===== config.mk =====
export PLATFORM = sky130hd
export DESIGN_NAME = apc_power_ctrl
export DESIGN_NICKNAME = d
export VERILOG_FILES = /design/src/core/apc_pkg.sv /design/src/core/apc_delay_cnt.sv /design/src/core/apc_power_ctrl.sv
export SDC_FILE = /design/constraint.sdc
export NUM_CORES = 1
export LEC_CHECK = 0
export BUFFER_PORTS_ARGS = -buffer_cell sky130_fd_sc_hd__buf_2
export CORE_ASPECT_RATIO = 1.4
export CORE_MARGIN = 5
export CORE_UTILIZATION = 33
export CTS_BUF_LIST = sky130_fd_sc_hd__clkbuf_8
export DETAILED_ROUTE_END_ITERATION = 8
export SLEW_MARGIN = 30
export SYNTH_ARGS = -nofsm -noshare
export SYNTH_HDL_FRONTEND = slang
export SYNTH_SLANG_ARGS = --single-unit
export TNS_END_PERCENT = 5

===== constraint.sdc =====
create_clock -name pclk -period 2.1 [get_ports pclk]
set_input_delay 0.42 -clock pclk [delete_from_list [all_inputs] [get_ports pclk]]
set_output_delay 0.42 -clock pclk [all_outputs]
set_load 0.01 [all_outputs]

===== src/core/apc_pkg.sv =====
// apc_pkg: register map, field layout, reset values and timing constants
// assumes a 32-bit apb slave with word-aligned registers
package apc_pkg;
  // ----------------------------------------
  // register map
  // ----------------------------------------
  localparam logic [7:0] POWER_CTRL_ADDR = 8'h00;
  localparam logic [7:0] REF_SEL_ADDR = 8'h04;
  // ----------------------------------------
  // power control fields
  // ----------------------------------------
  localparam int CONV_A_PD_BIT = 0;
  localparam int CONV_B_PD_BIT = 1;
  localparam int REF_PC_BIT = 2;
  localparam int AUTO_POWER_DOWN_BIT = 3;
  localparam int DELAY_LSB = 4;
  localparam int DELAY_W = 6;
  localparam int CONV_A_STS_BIT = 10;
  localparam int CONV_B_STS_BIT = 11;
  localparam int REF_STS_BIT = 12;
  localparam int AUTO_STANDBY_BIT = 15;
  // ----------------------------------------
  // reference select fields
  // ----------------------------------------
  localparam int LOW_SEL_BIT = 14;
  localparam int HIGH_SEL_BIT = 15;
  // ----------------------------------------
  // reset values
  // ----------------------------------------
  localparam logic [5:0] DELAY_RST = 6'h0D;
  localparam logic CONV_PD_RST = 1'b1;
  localparam logic REF_PC_RST = 1'b1;
  localparam logic [5:0] CNT_ZERO = 6'h00;
  localparam logic [5:0] CNT_ONE = 6'h01;
  localparam logic [31:0] RDATA_ZERO = 32'h0000_0000;
endpackage : apc_pkg


===== src/core/apc_delay_cnt.sv =====
// apc_delay_cnt: power-up delay down-counter
// assumes load is a one-cycle pulse in the pclk domain
`timescale 1ns/1ns
module apc_delay_cnt #(
  parameter int W = 6
) (
  input wire logic pclk,
  input wire logic presetn,
  input wire logic load,
  input wire logic [W-1:0] load_val,
  output logic busy
);
  logic [W-1:0] cnt_r;

  always_ff @(posedge pclk or negedge presetn) begin
    if (!presetn) begin
      cnt_r <= '0;
    end else if (load) begin
      cnt_r <= load_val;
    end else if (cnt_r != '0) begin
      cnt_r <= cnt_r - 1'b1;
    end
  end

  assign busy = (cnt_r != '0);

  count_step_a: assert property (@(posedge pclk) disable iff (!presetn)
    (busy && !load) |=> cnt_r == $past(cnt_r) - 1'b1)
    else $error("delay counter did not step");
endmodule : apc_delay_cnt


===== src/core/apc_power_ctrl.sv =====
// apc_power_ctrl: adc power management and reference select, apb slave
// assumes scan logic supplies scan requests and done pulses in pclk domain
// Function
// - conv a status sets at once on power-down, falls after delay without auto power-down
// - in auto power-down, conv a status shows its actual power state
// - six-bit delay field sets clocks from power-up to scan permission
// - auto modes hold scan start for the delay on each idle-to-active
// - delay field resets to thirteen clocks
// - auto power-down wins over auto standby
// - auto power-down powers needed converters during delay, scans, then powers down
// - mode enabled mid-scan waits until idle before low power
// - looping scans never go idle, so never enter low power
// - reference control 0 keeps reference on, 1 follows converters
// - with reference control 1, reference powers down when both converters are down
// - conv b power-down acts at once, results then flagged invalid
// - conv b on continuously without auto power-down, on demand with it
// - conv a power-down acts at once, results then flagged invalid
// - conv a on continuously without auto power-down, on demand with it
// - standby clock and current while idle in auto standby
// - conv b status sets at once on power-down, falls after delay without auto power-down
// - reference status 0 when enabled, 1 when disabled
//
// The APB register port and the register addresses were decided locally.
`timescale 1ns/1ns
module apc_power_ctrl #(
  parameter int DELAY_W = 6
) (
  input wire logic pclk,
  input wire logic presetn,
  input wire logic psel,
  input wire logic penable,
  input wire logic pwrite,
  input wire logic [7:0] paddr,
  input wire logic [31:0] pwdata,
  output logic [31:0] prdata,
  output logic pready,
  output logic pslverr,
  input wire logic scan_req,
  input wire logic [1:0] scan_need,
  input wire logic scan_done,
  input wire logic scan_loop,
  output logic scan_grant,
  output logic scan_active,
  output logic conv_a_power_on,
  output logic conv_b_power_on,
  output logic reference_power_on,
  output logic conv_a_result_invalid,
  output logic conv_b_result_invalid,
  output logic standby_mode,
  output logic high_reference_select,
  output logic low_reference_select
);
  typedef enum logic [1:0] {ST_IDLE, ST_DELAY, ST_SCAN} apc_state_type;

  apc_state_type state_r, state_nxt;
  logic conv_a_power_down_r, conv_b_power_down_r, reference_power_control_r;
  logic auto_power_down_r, auto_standby_r;
  logic [DELAY_W-1:0] power_up_delay_r;
  logic [DELAY_W-1:0] dly_val;
  logic high_sel_r, low_sel_r;
  logic [1:0] need_r;
  logic conv_a_power_status, conv_b_power_status, reference_power_status;
  logic wr_en, wr_pc, wr_rs, a_clear, b_clear, auto_start, dly_load, dly_busy;
  logic man_busy_a_r, man_busy_b_r;
  logic auto_pd_mode, auto_sb_mode, on_a, on_b;

  // ----------------------------------------
  // apb access
  // ----------------------------------------
  assign wr_en = psel && penable && pwrite;
  assign pready = 1'b1;
  always_comb begin
    wr_pc = 1'b0;
    wr_rs = 1'b0;
    pslverr = 1'b0;
    if (paddr == apc_pkg::POWER_CTRL_ADDR) begin
      wr_pc = wr_en;
    end else if (paddr == apc_pkg::REF_SEL_ADDR) begin
      wr_rs = wr_en;
    end else begin
      pslverr = psel && penable;
    end
  end

  always_ff @(posedge pclk or negedge presetn) begin
    if (!presetn) begin
      conv_a_power_down_r <= apc_pkg::CONV_PD_RST;
      conv_b_power_down_r <= apc_pkg::CONV_PD_RST;
      reference_power_control_r <= apc_pkg::REF_PC_RST;
      auto_power_down_r <= 1'b0;
      auto_standby_r <= 1'b0;
      power_up_delay_r <= DELAY_W'(apc_pkg::DELAY_RST);
    end else if (wr_pc) begin
      conv_a_power_down_r <= pwdata[apc_pkg::CONV_A_PD_BIT];
      conv_b_power_down_r <= pwdata[apc_pkg::CONV_B_PD_BIT];
      reference_power_control_r <= pwdata[apc_pkg::REF_PC_BIT];
      auto_power_down_r <= pwdata[apc_pkg::AUTO_POWER_DOWN_BIT];
      auto_standby_r <= pwdata[apc_pkg::AUTO_STANDBY_BIT];
      power_up_delay_r <= pwdata[apc_pkg::DELAY_LSB +: DELAY_W];
    end
  end

  always_ff @(posedge pclk or negedge presetn) begin
    if (!presetn) begin
      high_sel_r <= 1'b0;
      low_sel_r <= 1'b0;
    end else if (wr_rs) begin
      high_sel_r <= pwdata[apc_pkg::HIGH_SEL_BIT];
      low_sel_r <= pwdata[apc_pkg::LOW_SEL_BIT];
    end
  end
  assign high_reference_select = high_sel_r;
  assign low_reference_select = low_sel_r;

  // ----------------------------------------
  // mode decode
  // ----------------------------------------
  // auto power-down wins
  assign auto_pd_mode = auto_power_down_r;
  assign auto_sb_mode = auto_standby_r && !auto_power_down_r;

  // manual power-up events start the delay
  assign a_clear = wr_pc && conv_a_power_down_r && !pwdata[apc_pkg::CONV_A_PD_BIT];
  assign b_clear = wr_pc && conv_b_power_down_r && !pwdata[apc_pkg::CONV_B_PD_BIT];
  assign auto_start = (state_r == ST_IDLE) && scan_req && (auto_pd_mode || auto_sb_mode);
  assign dly_load = auto_start || a_clear || b_clear;
  // a write that clears a power-down bit counts the delay it writes
  assign dly_val = wr_pc ? pwdata[apc_pkg::DELAY_LSB +: DELAY_W] : power_up_delay_r;

  apc_delay_cnt #(
    .W(DELAY_W)
  ) u_dly (
    .pclk(pclk),
    .presetn(presetn),
    .load(dly_load),
    .load_val(dly_val),
    .busy(dly_busy)
  );

  // which converter is waiting on a manual power-up
  always_ff @(posedge pclk or negedge presetn) begin
    if (!presetn) begin
      man_busy_a_r <= 1'b0;
      man_busy_b_r <= 1'b0;
    end else begin
      man_busy_a_r <= a_clear || (man_busy_a_r && dly_busy && !conv_a_power_down_r);
      man_busy_b_r <= b_clear || (man_busy_b_r && dly_busy && !conv_b_power_down_r);
    end
  end

  // ----------------------------------------
  // scan sequencing
  // ----------------------------------------
  always_comb begin
    state_nxt = state_r;
    case (state_r)
      ST_IDLE: begin
        if (auto_start) begin
          state_nxt = ST_DELAY;
        end else if (scan_req && !dly_busy) begin
          state_nxt = ST_SCAN;
        end
      end
      ST_DELAY: begin
        if (!dly_busy) begin
          state_nxt = ST_SCAN;
        end
      end
      ST_SCAN: begin
        // leave only when scan done and not looping
        if (scan_done && !scan_loop) begin
          state_nxt = ST_IDLE;
        end
      end
      default: state_nxt = ST_IDLE;
    endcase
  end

  always_ff @(posedge pclk or negedge presetn) begin
    if (!presetn) begin
      state_r <= ST_IDLE;
    end else begin
      state_r <= state_nxt;
    end
  end

  always_ff @(posedge pclk or negedge presetn) begin
    if (!presetn) begin
      need_r <= 2'b00;
    end else if ((state_r == ST_IDLE) && scan_req) begin
      need_r <= scan_need;
    end
  end

  assign scan_grant = (state_r == ST_SCAN);
  assign scan_active = (state_r != ST_IDLE);

  // ----------------------------------------
  // power outputs
  // ----------------------------------------
  // converter power
  assign on_a = auto_pd_mode ? (scan_active && need_r[0]) : 1'b1;
  assign on_b = auto_pd_mode ? (scan_active && need_r[1]) : 1'b1;
  assign conv_a_power_on = on_a && !conv_a_power_down_r;
  assign conv_b_power_on = on_b && !conv_b_power_down_r;
  assign conv_a_result_invalid = conv_a_power_down_r;
  assign conv_b_result_invalid = conv_b_power_down_r;
  assign reference_power_on = !reference_power_control_r ||
    conv_a_power_on || conv_b_power_on;
  assign standby_mode = auto_sb_mode && !scan_active;

  // ----------------------------------------
  // status flags
  // ----------------------------------------
  // converter and reference status
  assign conv_a_power_status = auto_pd_mode ? !conv_a_power_on :
    (conv_a_power_down_r || (man_busy_a_r && dly_busy));
  assign conv_b_power_status = auto_pd_mode ? !conv_b_power_on :
    (conv_b_power_down_r || (man_busy_b_r && dly_busy));
  assign reference_power_status = !reference_power_on;

  always_comb begin
    prdata = apc_pkg::RDATA_ZERO;
    if (paddr == apc_pkg::POWER_CTRL_ADDR) begin
      prdata[apc_pkg::CONV_A_PD_BIT] = conv_a_power_down_r;
      prdata[apc_pkg::CONV_B_PD_BIT] = conv_b_power_down_r;
      prdata[apc_pkg::REF_PC_BIT] = reference_power_control_r;
      prdata[apc_pkg::AUTO_POWER_DOWN_BIT] = auto_power_down_r;
      prdata[apc_pkg::DELAY_LSB +: DELAY_W] = power_up_delay_r;
      prdata[apc_pkg::CONV_A_STS_BIT] = conv_a_power_status;
      prdata[apc_pkg::CONV_B_STS_BIT] = conv_b_power_status;
      prdata[apc_pkg::REF_STS_BIT] = reference_power_status;
      prdata[apc_pkg::AUTO_STANDBY_BIT] = auto_standby_r;
    end else if (paddr == apc_pkg::REF_SEL_ADDR) begin
      prdata[apc_pkg::HIGH_SEL_BIT] = high_sel_r;
      prdata[apc_pkg::LOW_SEL_BIT] = low_sel_r;
    end
  end

  // ----------------------------------------
  // checks
  // ----------------------------------------
  sts_a_set_a: assert property (@(posedge pclk) disable iff (!presetn)
    (wr_pc && pwdata[apc_pkg::CONV_A_PD_BIT]) |=> conv_a_power_status)
    else $error("conv a status not set on power-down");
  sts_b_set_a: assert property (@(posedge pclk) disable iff (!presetn)
    (wr_pc && pwdata[apc_pkg::CONV_B_PD_BIT]) |=> conv_b_power_status)
    else $error("conv b status not set on power-down");
  sts_a_auto_a: assert property (@(posedge pclk) disable iff (!presetn)
    auto_pd_mode |-> (conv_a_power_status == !conv_a_power_on))
    else $error("conv a status not tracking power");
  delay_gate_a: assert property (@(posedge pclk) disable iff (!presetn)
    auto_start |=> !scan_grant)
    else $error("scan granted without delay");
  pd_force_a: assert property (@(posedge pclk) disable iff (!presetn)
    conv_a_power_down_r |-> !conv_a_power_on)
    else $error("conv a on while powered down");
  pd_b_force_a: assert property (@(posedge pclk) disable iff (!presetn)
    conv_b_power_down_r |-> !conv_b_power_on)
    else $error("conv b on while powered down");
  ref_off_a: assert property (@(posedge pclk) disable iff (!presetn)
    (reference_power_control_r && !conv_a_power_on && !conv_b_power_on)
    |-> reference_power_status)
    else $error("reference on with both converters down");
  loop_hold_a: assert property (@(posedge pclk) disable iff (!presetn)
    (scan_grant && scan_loop) |=> scan_active)
    else $error("looping scan went idle");
  auto_pd_wins_a: assert property (@(posedge pclk) disable iff (!presetn)
    auto_power_down_r |-> !standby_mode)
    else $error("standby used under auto power-down");
  idle_off_a: assert property (@(posedge pclk) disable iff (!presetn)
    (auto_power_down_r && !scan_active) |-> (!conv_a_power_on && !conv_b_power_on))
    else $error("converter powered while idle in auto power-down");
  sts_a_idle_a: assert property (@(posedge pclk) disable iff (!presetn)
    (auto_power_down_r && !scan_active) |-> conv_a_power_status)
    else $error("conv a status clear while idle in auto power-down");
  man_a_on_a: assert property (@(posedge pclk) disable iff (!presetn)
    (!auto_power_down_r && !conv_a_power_down_r) |-> conv_a_power_on)
    else $error("conv a off without auto power-down");
  man_b_on_a: assert property (@(posedge pclk) disable iff (!presetn)
    (!auto_power_down_r && !conv_b_power_down_r) |-> conv_b_power_on)
    else $error("conv b off without auto power-down");
  sts_a_fall_a: assert property (@(posedge pclk) disable iff (!presetn)
    (!auto_power_down_r && !conv_a_power_down_r && !dly_busy) |-> !conv_a_power_status)
    else $error("conv a status held after delay");
  sts_b_fall_a: assert property (@(posedge pclk) disable iff (!presetn)
    (!auto_power_down_r && !conv_b_power_down_r && !dly_busy) |-> !conv_b_power_status)
    else $error("conv b status held after delay");
  ref_keep_a: assert property (@(posedge pclk) disable iff (!presetn)
    !reference_power_control_r |-> reference_power_on)
    else $error("reference off while forced on");
  scan_hold_a: assert property (@(posedge pclk) disable iff (!presetn)
    (scan_grant && !scan_done) |=> scan_grant)
    else $error("scan cut short");
  stby_idle_a: assert property (@(posedge pclk) disable iff (!presetn)
    (auto_standby_r && !auto_power_down_r && (state_r == ST_IDLE)) |-> standby_mode)
    else $error("no standby while idle in auto standby");
  sel_high_a: assert property (@(posedge pclk) disable iff (!presetn)
    wr_rs |=> (high_reference_select == $past(pwdata[apc_pkg::HIGH_SEL_BIT])))
    else $error("high reference select not written");
  sel_low_a: assert property (@(posedge pclk) disable iff (!presetn)
    wr_rs |=> (low_reference_select == $past(pwdata[apc_pkg::LOW_SEL_BIT])))
    else $error("low reference select not written");
endmodule : apc_power_ctrl


* Yosys cells after proc, flatten, opt, wreduce, memory -nomap -nowiden
Index checks and enable logic that the tools add are counted.
** Storage, ports and cells
- Register bits after elaboration :: 25
- Bits of input ports :: 50
- Output and inout port bits :: 44
** Operators by class
- $add $sub $neg :: 1
- Eq/ne operators :: 6
- Mux-type cells :: 21
- Reductions and logical operators :: 47
** Operators by type and width (number)
- $logic_and A1 B1 Y1 :: 20
- $mux W6 :: 3
- $mux W13 :: 1
- $logic_not A1 Y1 :: 12
- $mux W1 :: 11
- $mux W2 :: 5
- $logic_or A1 B1 Y1 :: 9
- $eq A8 B3 Y1 const B :: 1
- $logic_not A8 Y1 :: 1
- $pmux W2 S3 :: 1
- $reduce_bool A6 Y1 :: 1
- $sub A6 B1 Y6 const B :: 1
- $reduce_bool A2 Y1 :: 2
- $ne A3 B2 Y1 const B :: 1
- $reduce_and A3 Y1 :: 1
- $eq A2 B1 Y1 const B :: 1
- $eq A2 B2 Y1 const B :: 1
- $logic_not A2 Y1 :: 1
- $ne A2 B1 Y1 const B :: 1
- $ne A2 B2 Y1 const B :: 1

* Depth between registers and ports, before layout
Gate-level depths: netlist of the first run.
- Depth after elaboration :: 8
- Mapped depth :: 6

* By module
A second synthesis of the first run with hierarchy kept.
** Second synthesis, totals
- Cells, all modules :: 155
- Area, all modules :: 1559.0 µm²
** By module, submodules not included
- apc_power_ctrl :: times used 1, cells an instance 115, area an instance 1174.9 µm², seq. area each 483.0 µm²
- apc_delay_cnt :: times used 1, cells an instance 40, area an instance 384.1 µm², seq. area each 150.1 µm²

* Worst setup path before layout of the first run
Ideal clock, no wire load.
- Kind :: input to register
- From :: in paddr[5]
- To :: reg u_dly.cnt_r[2]
- Library setup time :: 0.125 ns
- Data arrival time :: 1.869 ns
- Setup slack :: 0.106 ns
- Stages :: 6
- Buffers on the path :: 2
- Cell sequence :: nor4_4 -> and4_2 -> buf_4 -> buf_6 -> mux2_2 -> mux2_2
** On the way
- Elaborated cells between the ends (all ways) :: 11
- Classes of those cells :: 3 x mux; 8 x reduce/logical
** RTL lines
- start: declaration :: line apc_power_ctrl.sv:33 : input wire logic [7:0] paddr,
- $logic_not A8 Y1 :: line apc_power_ctrl.sv:76 : if (paddr == apc_pkg::POWER_CTRL_ADDR) begin
- $mux W1 :: line apc_power_ctrl.sv:76
- $mux W6 :: line apc_power_ctrl.sv:128 : assign dly_val = wr_pc ? pwdata[apc_pkg::DELAY_LSB +: DELAY_W] : power_up_delay_r;
- named net dly_val[2] :: line apc_power_ctrl.sv:59 : logic [DELAY_W-1:0] dly_val;
- $mux W6 :: line apc_delay_cnt.sv:18 : end else if (load) begin
- end signal: assignment :: line apc_delay_cnt.sv:19 : cnt_r <= load_val;
- end signal: assignment :: line apc_delay_cnt.sv:21 : cnt_r <= cnt_r - 1'b1;
- end: declaration :: line apc_delay_cnt.sv:13 : logic [W-1:0] cnt_r;
The timed path passes the listed nets, and every way through them passes these cells.
A chain may end at the register's enable or synchronous reset.

* Worst setup path in the final report of the first run
- From :: reg u_dly.cnt_r[0]
- To :: out prdata[10]
** On the way
- Cells in the longest elaborated chain, start to end :: 5
** Ends and longest elaborated chain
- $reduce_bool A6 Y1 :: line apc_delay_cnt.sv:25 : assign busy = (cnt_r != '0);
- $logic_and A1 B1 Y1 :: line apc_power_ctrl.sv:217 : (conv_a_power_down_r || (man_busy_a_r && dly_busy));
- $logic_or A1 B1 Y1 :: line apc_power_ctrl.sv:217
- $mux W1 :: line apc_power_ctrl.sv:216 : assign conv_a_power_status = auto_pd_mode ? !conv_a_power_on :
- $mux W13 :: line apc_power_ctrl.sv:224 : if (paddr == apc_pkg::POWER_CTRL_ADDR) begin
- end: declaration :: line apc_power_ctrl.sv:35 : output logic [31:0] prdata,
Every way passes these cells.

==> impl_results.md, run 1 <==
- Outcome: finished, final reports clean
- Avg Vias per Cell: 4.540
- Cell Area, Synth: 1550 µm²
- Largest net degree at the start of global routing: 26
- Synth Area per Inst: 10.47 µm²
- CP max stage delay: 0.38 ns
- Synth top area cells: dfrtp_1 (31%), mux2_2 (17%), dfstp_2 (10%)
- Hold WC Path Type: in -> async
- Reg clk slew, reported paths: 0.08 ns
- # H-tree levels: 1
- Met3 WL: 307 µm
- Initial drt markers: 27
- DR WL/cell: 12.64 µm
- Share of Yosys cell area claimed by the top area cell type: 30.67%
- GRT overflow: 0
- Req. time, crit path: 1.68 ns
- Remaining DRCs: 0
- Nets: 267
- Full die area: 6188 µm²
- Via Count: 1253
- Met2 wire len: 1976 µm
- Clock Skews: 0.002890 ns
- DRT met1 WL: 1143 µm
- Final setup vio count: 0
- Highest clock rate: 499.3 MHz
- Fill count: 473
- Leak: 0.001043 µW
- Initial Util: 34.18%
- Max Fanout on Critical Path: 5
- Final ANT Viol Nets: 0
- Yosys warnings: 0
- Synthesis-to-layout area growth: 26.31%
- Initial antenna violation count: 0
- CTS tree: yes
- Maxcap violations: 0
- Ports: 94
- Core Box Area: 4536 µm²
- Slew Limit Fails: 0
- Die H: 91.10 µm
- Crit start category: register
- Sum of negative setup slack: 0 ns
- Fin. Hold Viols: 0
- Min cycle time layout: 2.003 ns
- Num CTS Buffers: 3
- Mapped Cells: 148
- Critical path's slowest cell: dfrtp_1
- Synth area leader: dfrtp_1
- Clk_lat worst skew: 0.27 ns
- Die X-Extent: 67.93 µm
- Min Hold Slack: 0.1343 ns
- DRT Pass-1 Iters: 4
- CTS root buf: clkbuf_8
- Layout cells sized above 1: 51.87%
- CP cell instances: inv_1, ha_1, nor2b_4, nand2_2, nand3b_1, a21oi_1, buf_2
- P per Cell Area: 750.0 nW/µm²
- Arr. time, crit path: 1.58 ns
- Slew @ Worst Pin: 0.6213 ns
- Vias in the first global route: 1246
- Max Used Layer: met4
- R2R cell count: 5
- Port Buffers: 55
- Critical setup path kind: reg -> out
- Post-DP HPWL: 2892 µm
- Crit. End Element: output pin
- First-pass GRT wire length: 5388 µm
- GP Congestion: 0.7866
- Netlist cell types: 31
- Maximum vdd ir drop: 0.2520 mV
- Post-CTS Setup Inserts: 0
- Clk buf depth: 2
- Post-synthesis sequential area ratio: 40.84%
- # rows: 29
- WL final: 3490 µm
- Number of inserted diodes: 0
- Overall Global Routing Usage: 11.40%
- CTS Sinks: 25
- FF+latch count, synth: 25
- Period Utilization, post-route: 95.37%
- Max_slew headroom: 58.14%
## report_power, final
part / switching [µW] / internal (µW)
registers: 79.4 / 579
logic: 236 / 298
clock network: 145 / 131
total: 461 / 1010
## critical path, delay by kind of cell, from the launching register on
family	cells	cell delay [ns]
fa+ha+maj	1	0.20
simple gates	3	0.38
buf+inv	2	0.28
compound gates	1	0.07
flops	1	0.38
## flip-flops by register name, indices dropped and copies added (netlist names), 2 cells and up
| name | flops |
|---|---|
| u_dly.cnt_r | 6 |
| need_r | 2 |
| power_up_delay_r | 6 |
| state_r | 2 |
## cells in the final DEF, fill, tap and decap left out, types with 3 or more instances in the layout
cell,instances
buf_2,55
clkbuf_8,3
conb_1,18
nand2_1,7
dfstp_2,6
and2_1,10
nand3b_1,4
a21oi_1,7
mux2_2,23
dfrtp_1,18
buf_4,12
nand3_1,4
nor2_1,6
xnor2_1,3
o21ai_0,5
inv_1,6
## path summary, 6_finish.rpt
kind | from | to | slack [ns]
setup / recovery | u_dly.cnt_r[0]$_DFFE_PN0P_ | prdata[10] | 0.1
hold / removal | presetn | state_r[1]$_DFFE_PN0P_ | 0.13
setup reg to reg | state_r[1]$_DFFE_PN0P_ | u_dly.cnt_r[2]$_DFFE_PN0P_ | 0.29
hold reg to reg | need_r[0]$_DFFE_PN0P_ | need_r[0]$_DFFE_PN0P_ | 0.51
max in group asynchronous | presetn | state_r[0]$_DFFE_PN0P_ | 1.57
min in group pclk | pwdata[2] | reference_power_control_r$_DFFE_PN1N_ | 0.38
## synth_stat cells
library cell and count:
nand2_4 1, nor3b_1 2, buf_4 19, o21ai_0 6, or2_2 1, mux2i_1 2
mux2_2 23, dfrtp_1 19, ha_1 2, nor3_1 2, clkbuf_1 1, and4_2 1
and2_1 10, and3_1 2, nor2b_1 3, nand2_1 8, nor2_1 7, nor3_2 1
conb_1 2, inv_1 5, a21oi_1 8, nand4_1 1, dfstp_2 6, and3_2 1
buf_6 1, nor4_4 1, xnor2_1 3, nand3_1 4, nand3b_1 4, o31ai_1 1
o41ai_4 1
## timing repair
action / in CTS / in global routing
endpoints found under the setup margin: 0 / 13
gates resized for setup: 0 / 7
hold buffers: 0 / 0
## cell type report
| class | count | area (µm²) | area share, % |
|---|---|---|---|
| Tap cell | 62 | 77.57 | 3.962 |
| Timing Repair Buffer | 67 | 365.4 | 18.66 |
| Inverter | 5 | 18.77 | 0.9585 |
| Clock buffer | 3 | 41.29 | 2.109 |
| Multi-Input combinational cell | 113 | 817.0 | 41.73 |
| Clock inverter | 1 | 3.754 | 0.1917 |
| Sequential cell | 25 | 634.4 | 32.40 |
## metrics by stage
stage / power (µW) / std cells / setup WS [ns] / area [µm²] / utilization (%)
floorplan: 1034 / 164 / 0.1061 / 1610 / -
global placement: 1168 / 272 / 0.04768 / 1896 / 41.79
detailed placement: 1178 / 272 / 0.05387 / 1896 / 41.79
CTS: 1461 / 276 / 0.01235 / 1941 / 42.79
global route: 1584 / 276 / -0.008338 / 1958 / 43.17
finish: 1469 / 276 / 0.09723 / 1958 / 43.17
## layer usage
layer	vias up	GRT usage (%)
met4	0	4.975
met1	597	9.892
met3	5	2.840
met5	-	0
li1	605	-
met2	46	22.69
## cells by family after synthesis
group	after synthesis	synth area share, %
AOI/OAI and AO/OA	16	6.780
muxes	25	18.00
buffers and inverters	26	11.38
other	2	0.4844
and+or+nand+nor	49	19.21
DFF	25	40.84
xor gates and xnor gates	3	1.695
adders and majority gates	2	1.614
Power figures use the tool's default switching activity.
==> run 2, diff against run 1 <==
==> constraint.sdc (replaced) <==
create_clock -name pclk -period 2.1 [get_ports pclk]
set_input_delay 0.42 -clock pclk [delete_from_list [all_inputs] [get_ports pclk]]
set_output_delay 0.42 -clock pclk [all_outputs]
set_load 0.05 [all_outputs]
==> run 2 against run 1 <==
Register-to-register slack barely moved. Via count rose by 0.48%. Die area unchanged. Hold slack gained 0.0073 ns. Total power up 9.0%. Final cell count grew 1.4%. Maximum frequency decreased by 1.3%.
==> impl_results.md, run 2 (synthesized netlist as in run 1, its figures left out) <==
- Outcome: finished, final reports clean
- Critical path's slowest cell: nor4_4
- CTS root buf: clkbuf_8
- Crit path to: prdata[14]
- Reg clk slew, reported paths: 0.08 ns (about the same)
- # rows: 29 (unchanged)
- Max_slew headroom: 57.41% (-0.74 points)
- GRT overflow: 0 (unchanged)
- Synthesis-to-layout area growth: 31.40%
- Largest registers: power_up_delay_r (6), u_dly.cnt_r (6)
- Most common cell after layout, fill and taps aside: buf_2
- Worst setup path start: paddr[6]
- CP max stage delay: 0.37 ns (about the same)
- Fill count: 456 (-3.6%)
- Avg Vias per Cell: 4.496 (-0.96%)
- Arr. time, crit path: 1.61 ns (+0.03 ns)
- CTS Sinks: 25 (unchanged)
- Final setup vio count: 0 (unchanged)
- Largest net degree at the start of global routing: 26 (unchanged)
- Initial Util: 34.18% (unchanged)
- Most frequent cells in the layout: buf_2 (42), buf_4 (28), mux2_2 (23)
- Max Fanout on Critical Path: 3 (-2)
- Reg2Reg Setup Slack: 0.30 ns (about the same)
- DRT Pass-1 Iters: 4 (unchanged)
- Core Box Area: 4536 µm² (unchanged)
- Min cycle time layout: 2.029 ns (+0.02636 ns)
- Reg-to-reg endpoint: u_dly.cnt_r[2]$_DFFE_PN0P_
- Fin. Hold Viols: 0 (unchanged)
- Maxcap violations: 0 (unchanged)
- Req. time, crit path: 1.68 ns (about the same)
- Initial drt markers: 36 (+33%)
- Post-layout total power: 1601 µW (+9.0%)
- Initial antenna violation count: 0 (unchanged)
- Slew @ Worst Pin: 0.6322 ns (+0.01095 ns)
- Clk buf depth: 2 (unchanged)
- R2R cell count: 5 (unchanged)
- Ports: 94 (unchanged)
- Slew Limit Fails: 0 (unchanged)
- Full die area: 6188 µm² (unchanged)
- Post-DP HPWL: 2923 µm (+1.1%)
- Period Utilization, post-route: 96.63% (+1.3 points)
- GP Congestion: 0.7987 (+1.5%)
- Vias in the first global route: 1267 (+1.7%)
- Die X-Extent: 67.93 µm (unchanged)
- Maximum vdd ir drop: 0.2014 mV (-20%)
- Sum of negative setup slack: 0 ns (unchanged)
- Area of the multi-input gates: 829.5 µm² (+1.5%)
- Critical setup path kind: in -> out
- WL final: 3550 µm (+1.7%)
- Hold WC Path Type: in -> async
- # H-tree levels: 1 (unchanged)
- Number of inserted diodes: 0 (unchanged)
- Via Count: 1259 (+0.48%)
- P per Cell Area: 786.1 nW/µm² (+4.8%)
- Clk_lat worst skew: 0.26 ns (about the same)
- Overall Global Routing Usage: 11.44% (+0.044 points)
- Final core utilization: 44.91% (+1.7 points)
- CP cell instances: buf_2, nor4_4, nand2_4, buf_4, buf_4, nor2_1, buf_2
- Crit. End Element: output pin
- Highest clock rate: 492.8 MHz (-1.3%)
- Final ANT Viol Nets: 0 (unchanged)
- DR WL/cell: 12.68 µm (+0.27%)
- Layout cells sized above 1: 54.59% (+2.7 points)
- Die H: 91.10 µm (unchanged)
- First-pass GRT wire length: 5513 µm (+2.3%)
- Crit start category: input pin
- Port Buffers: 55 (unchanged)
- Num CTS Buffers: 3 (unchanged)
- Leak: 0.001075 µW (+3.1%)
- Clock Skews: 0.001753 ns (-0.001137 ns)
- FF-to-FF Start: state_r[0]$_DFFE_PN0P_
- Nets: 271 (+1.5%)
- Remaining DRCs: 0 (unchanged)
- Sequential Area: 634.4 µm² (unchanged)
- CTS tree: yes
==> run 2: through the flow <==
| stage | hold WS (ns) | cells | area [µm²] | setup WS, ns |
|---|---|---|---|---|
| 6_report | 0.1415 | 280 | 2037 | 0.07087 |
| 3_5_place_dp | 0.4470 | 274 | 1916 | -0.09889 |
| 4_1_cts | 0.1540 | 278 | 2001 | 0.0003000 |
| 3_3_place_gp | 0.4454 | 274 | 1916 | -0.08666 |
| 2_1_floorplan | 0.1244 | 164 | 1615 | -0.2762 |
| 5_1_grt | 0.1782 | 280 | 2037 | -0.01058 |
==> run 2: layer usage <==
| layer | up-vias | track usage (%) | wire length (µm) |
|---|---|---|---|
| li1 | 608 | - | - |
| met1 | 598 | 10.65 | 1143 |
| met2 | 48 | 22.85 | 2031 |
| met3 | 5 | 2.716 | 329 |
| met4 | 0 | 3.483 | 46 |
| met5 | - | 0 | 0 |
==> run 2: worst max-delay path, delay by kind of cell <==
family / cells / cell delay (ns)
simple gates: 3 / 0.53
buf+inv: 4 / 0.66
==> run 2: layout make-up <==
class	count	share of cell area, %
Tap cell	62	3.808
Inverter	5	0.9214
Timing Repair Buffer	71	21.19
Multi-Input combinational cell	113	40.72
Sequential cell	25	31.14
Clock buffer	3	2.027
Clock inverter	1	0.1843
==> run 2: how the worst min path moves through the flow <==
| stage | to | depth (start not counted) |
|---|---|---|
| finish | state_r[1]$_DFFE_PN0P_ | 1 |
| global route | state_r[1]$_DFFE_PN0P_ | 1 |
| CTS | state_r[0]$_DFFE_PN0P_ | 1 |
| detailed placement | state_r[0]$_DFFE_PN0P_ | 1 |
| global placement | state_r[0]$_DFFE_PN0P_ | 1 |
| floorplan | auto_pd_mode$_DFFE_PN0N_ | 0 |
==> run 2: where the power goes <==
group          switching, µW  internal [µW]  leakage, µW  total [µW]
clock network            143            131    0.0000269         273
registers               78.8            579     0.000308         658
logic                    361            309     0.000740         670
==> run 2: repair_timing <==
| item | 4_1_cts | 5_1_grt |
|---|---|---|
| resized for setup | 17 | 8 |
| pin swaps | 0 | 2 |
| hold buffers | 0 | 0 |
| hold endpoints to repair | 0 | 0 |
| endpoints found under the setup margin | 13 | 14 |
| buffers inserted | 0 | 2 |
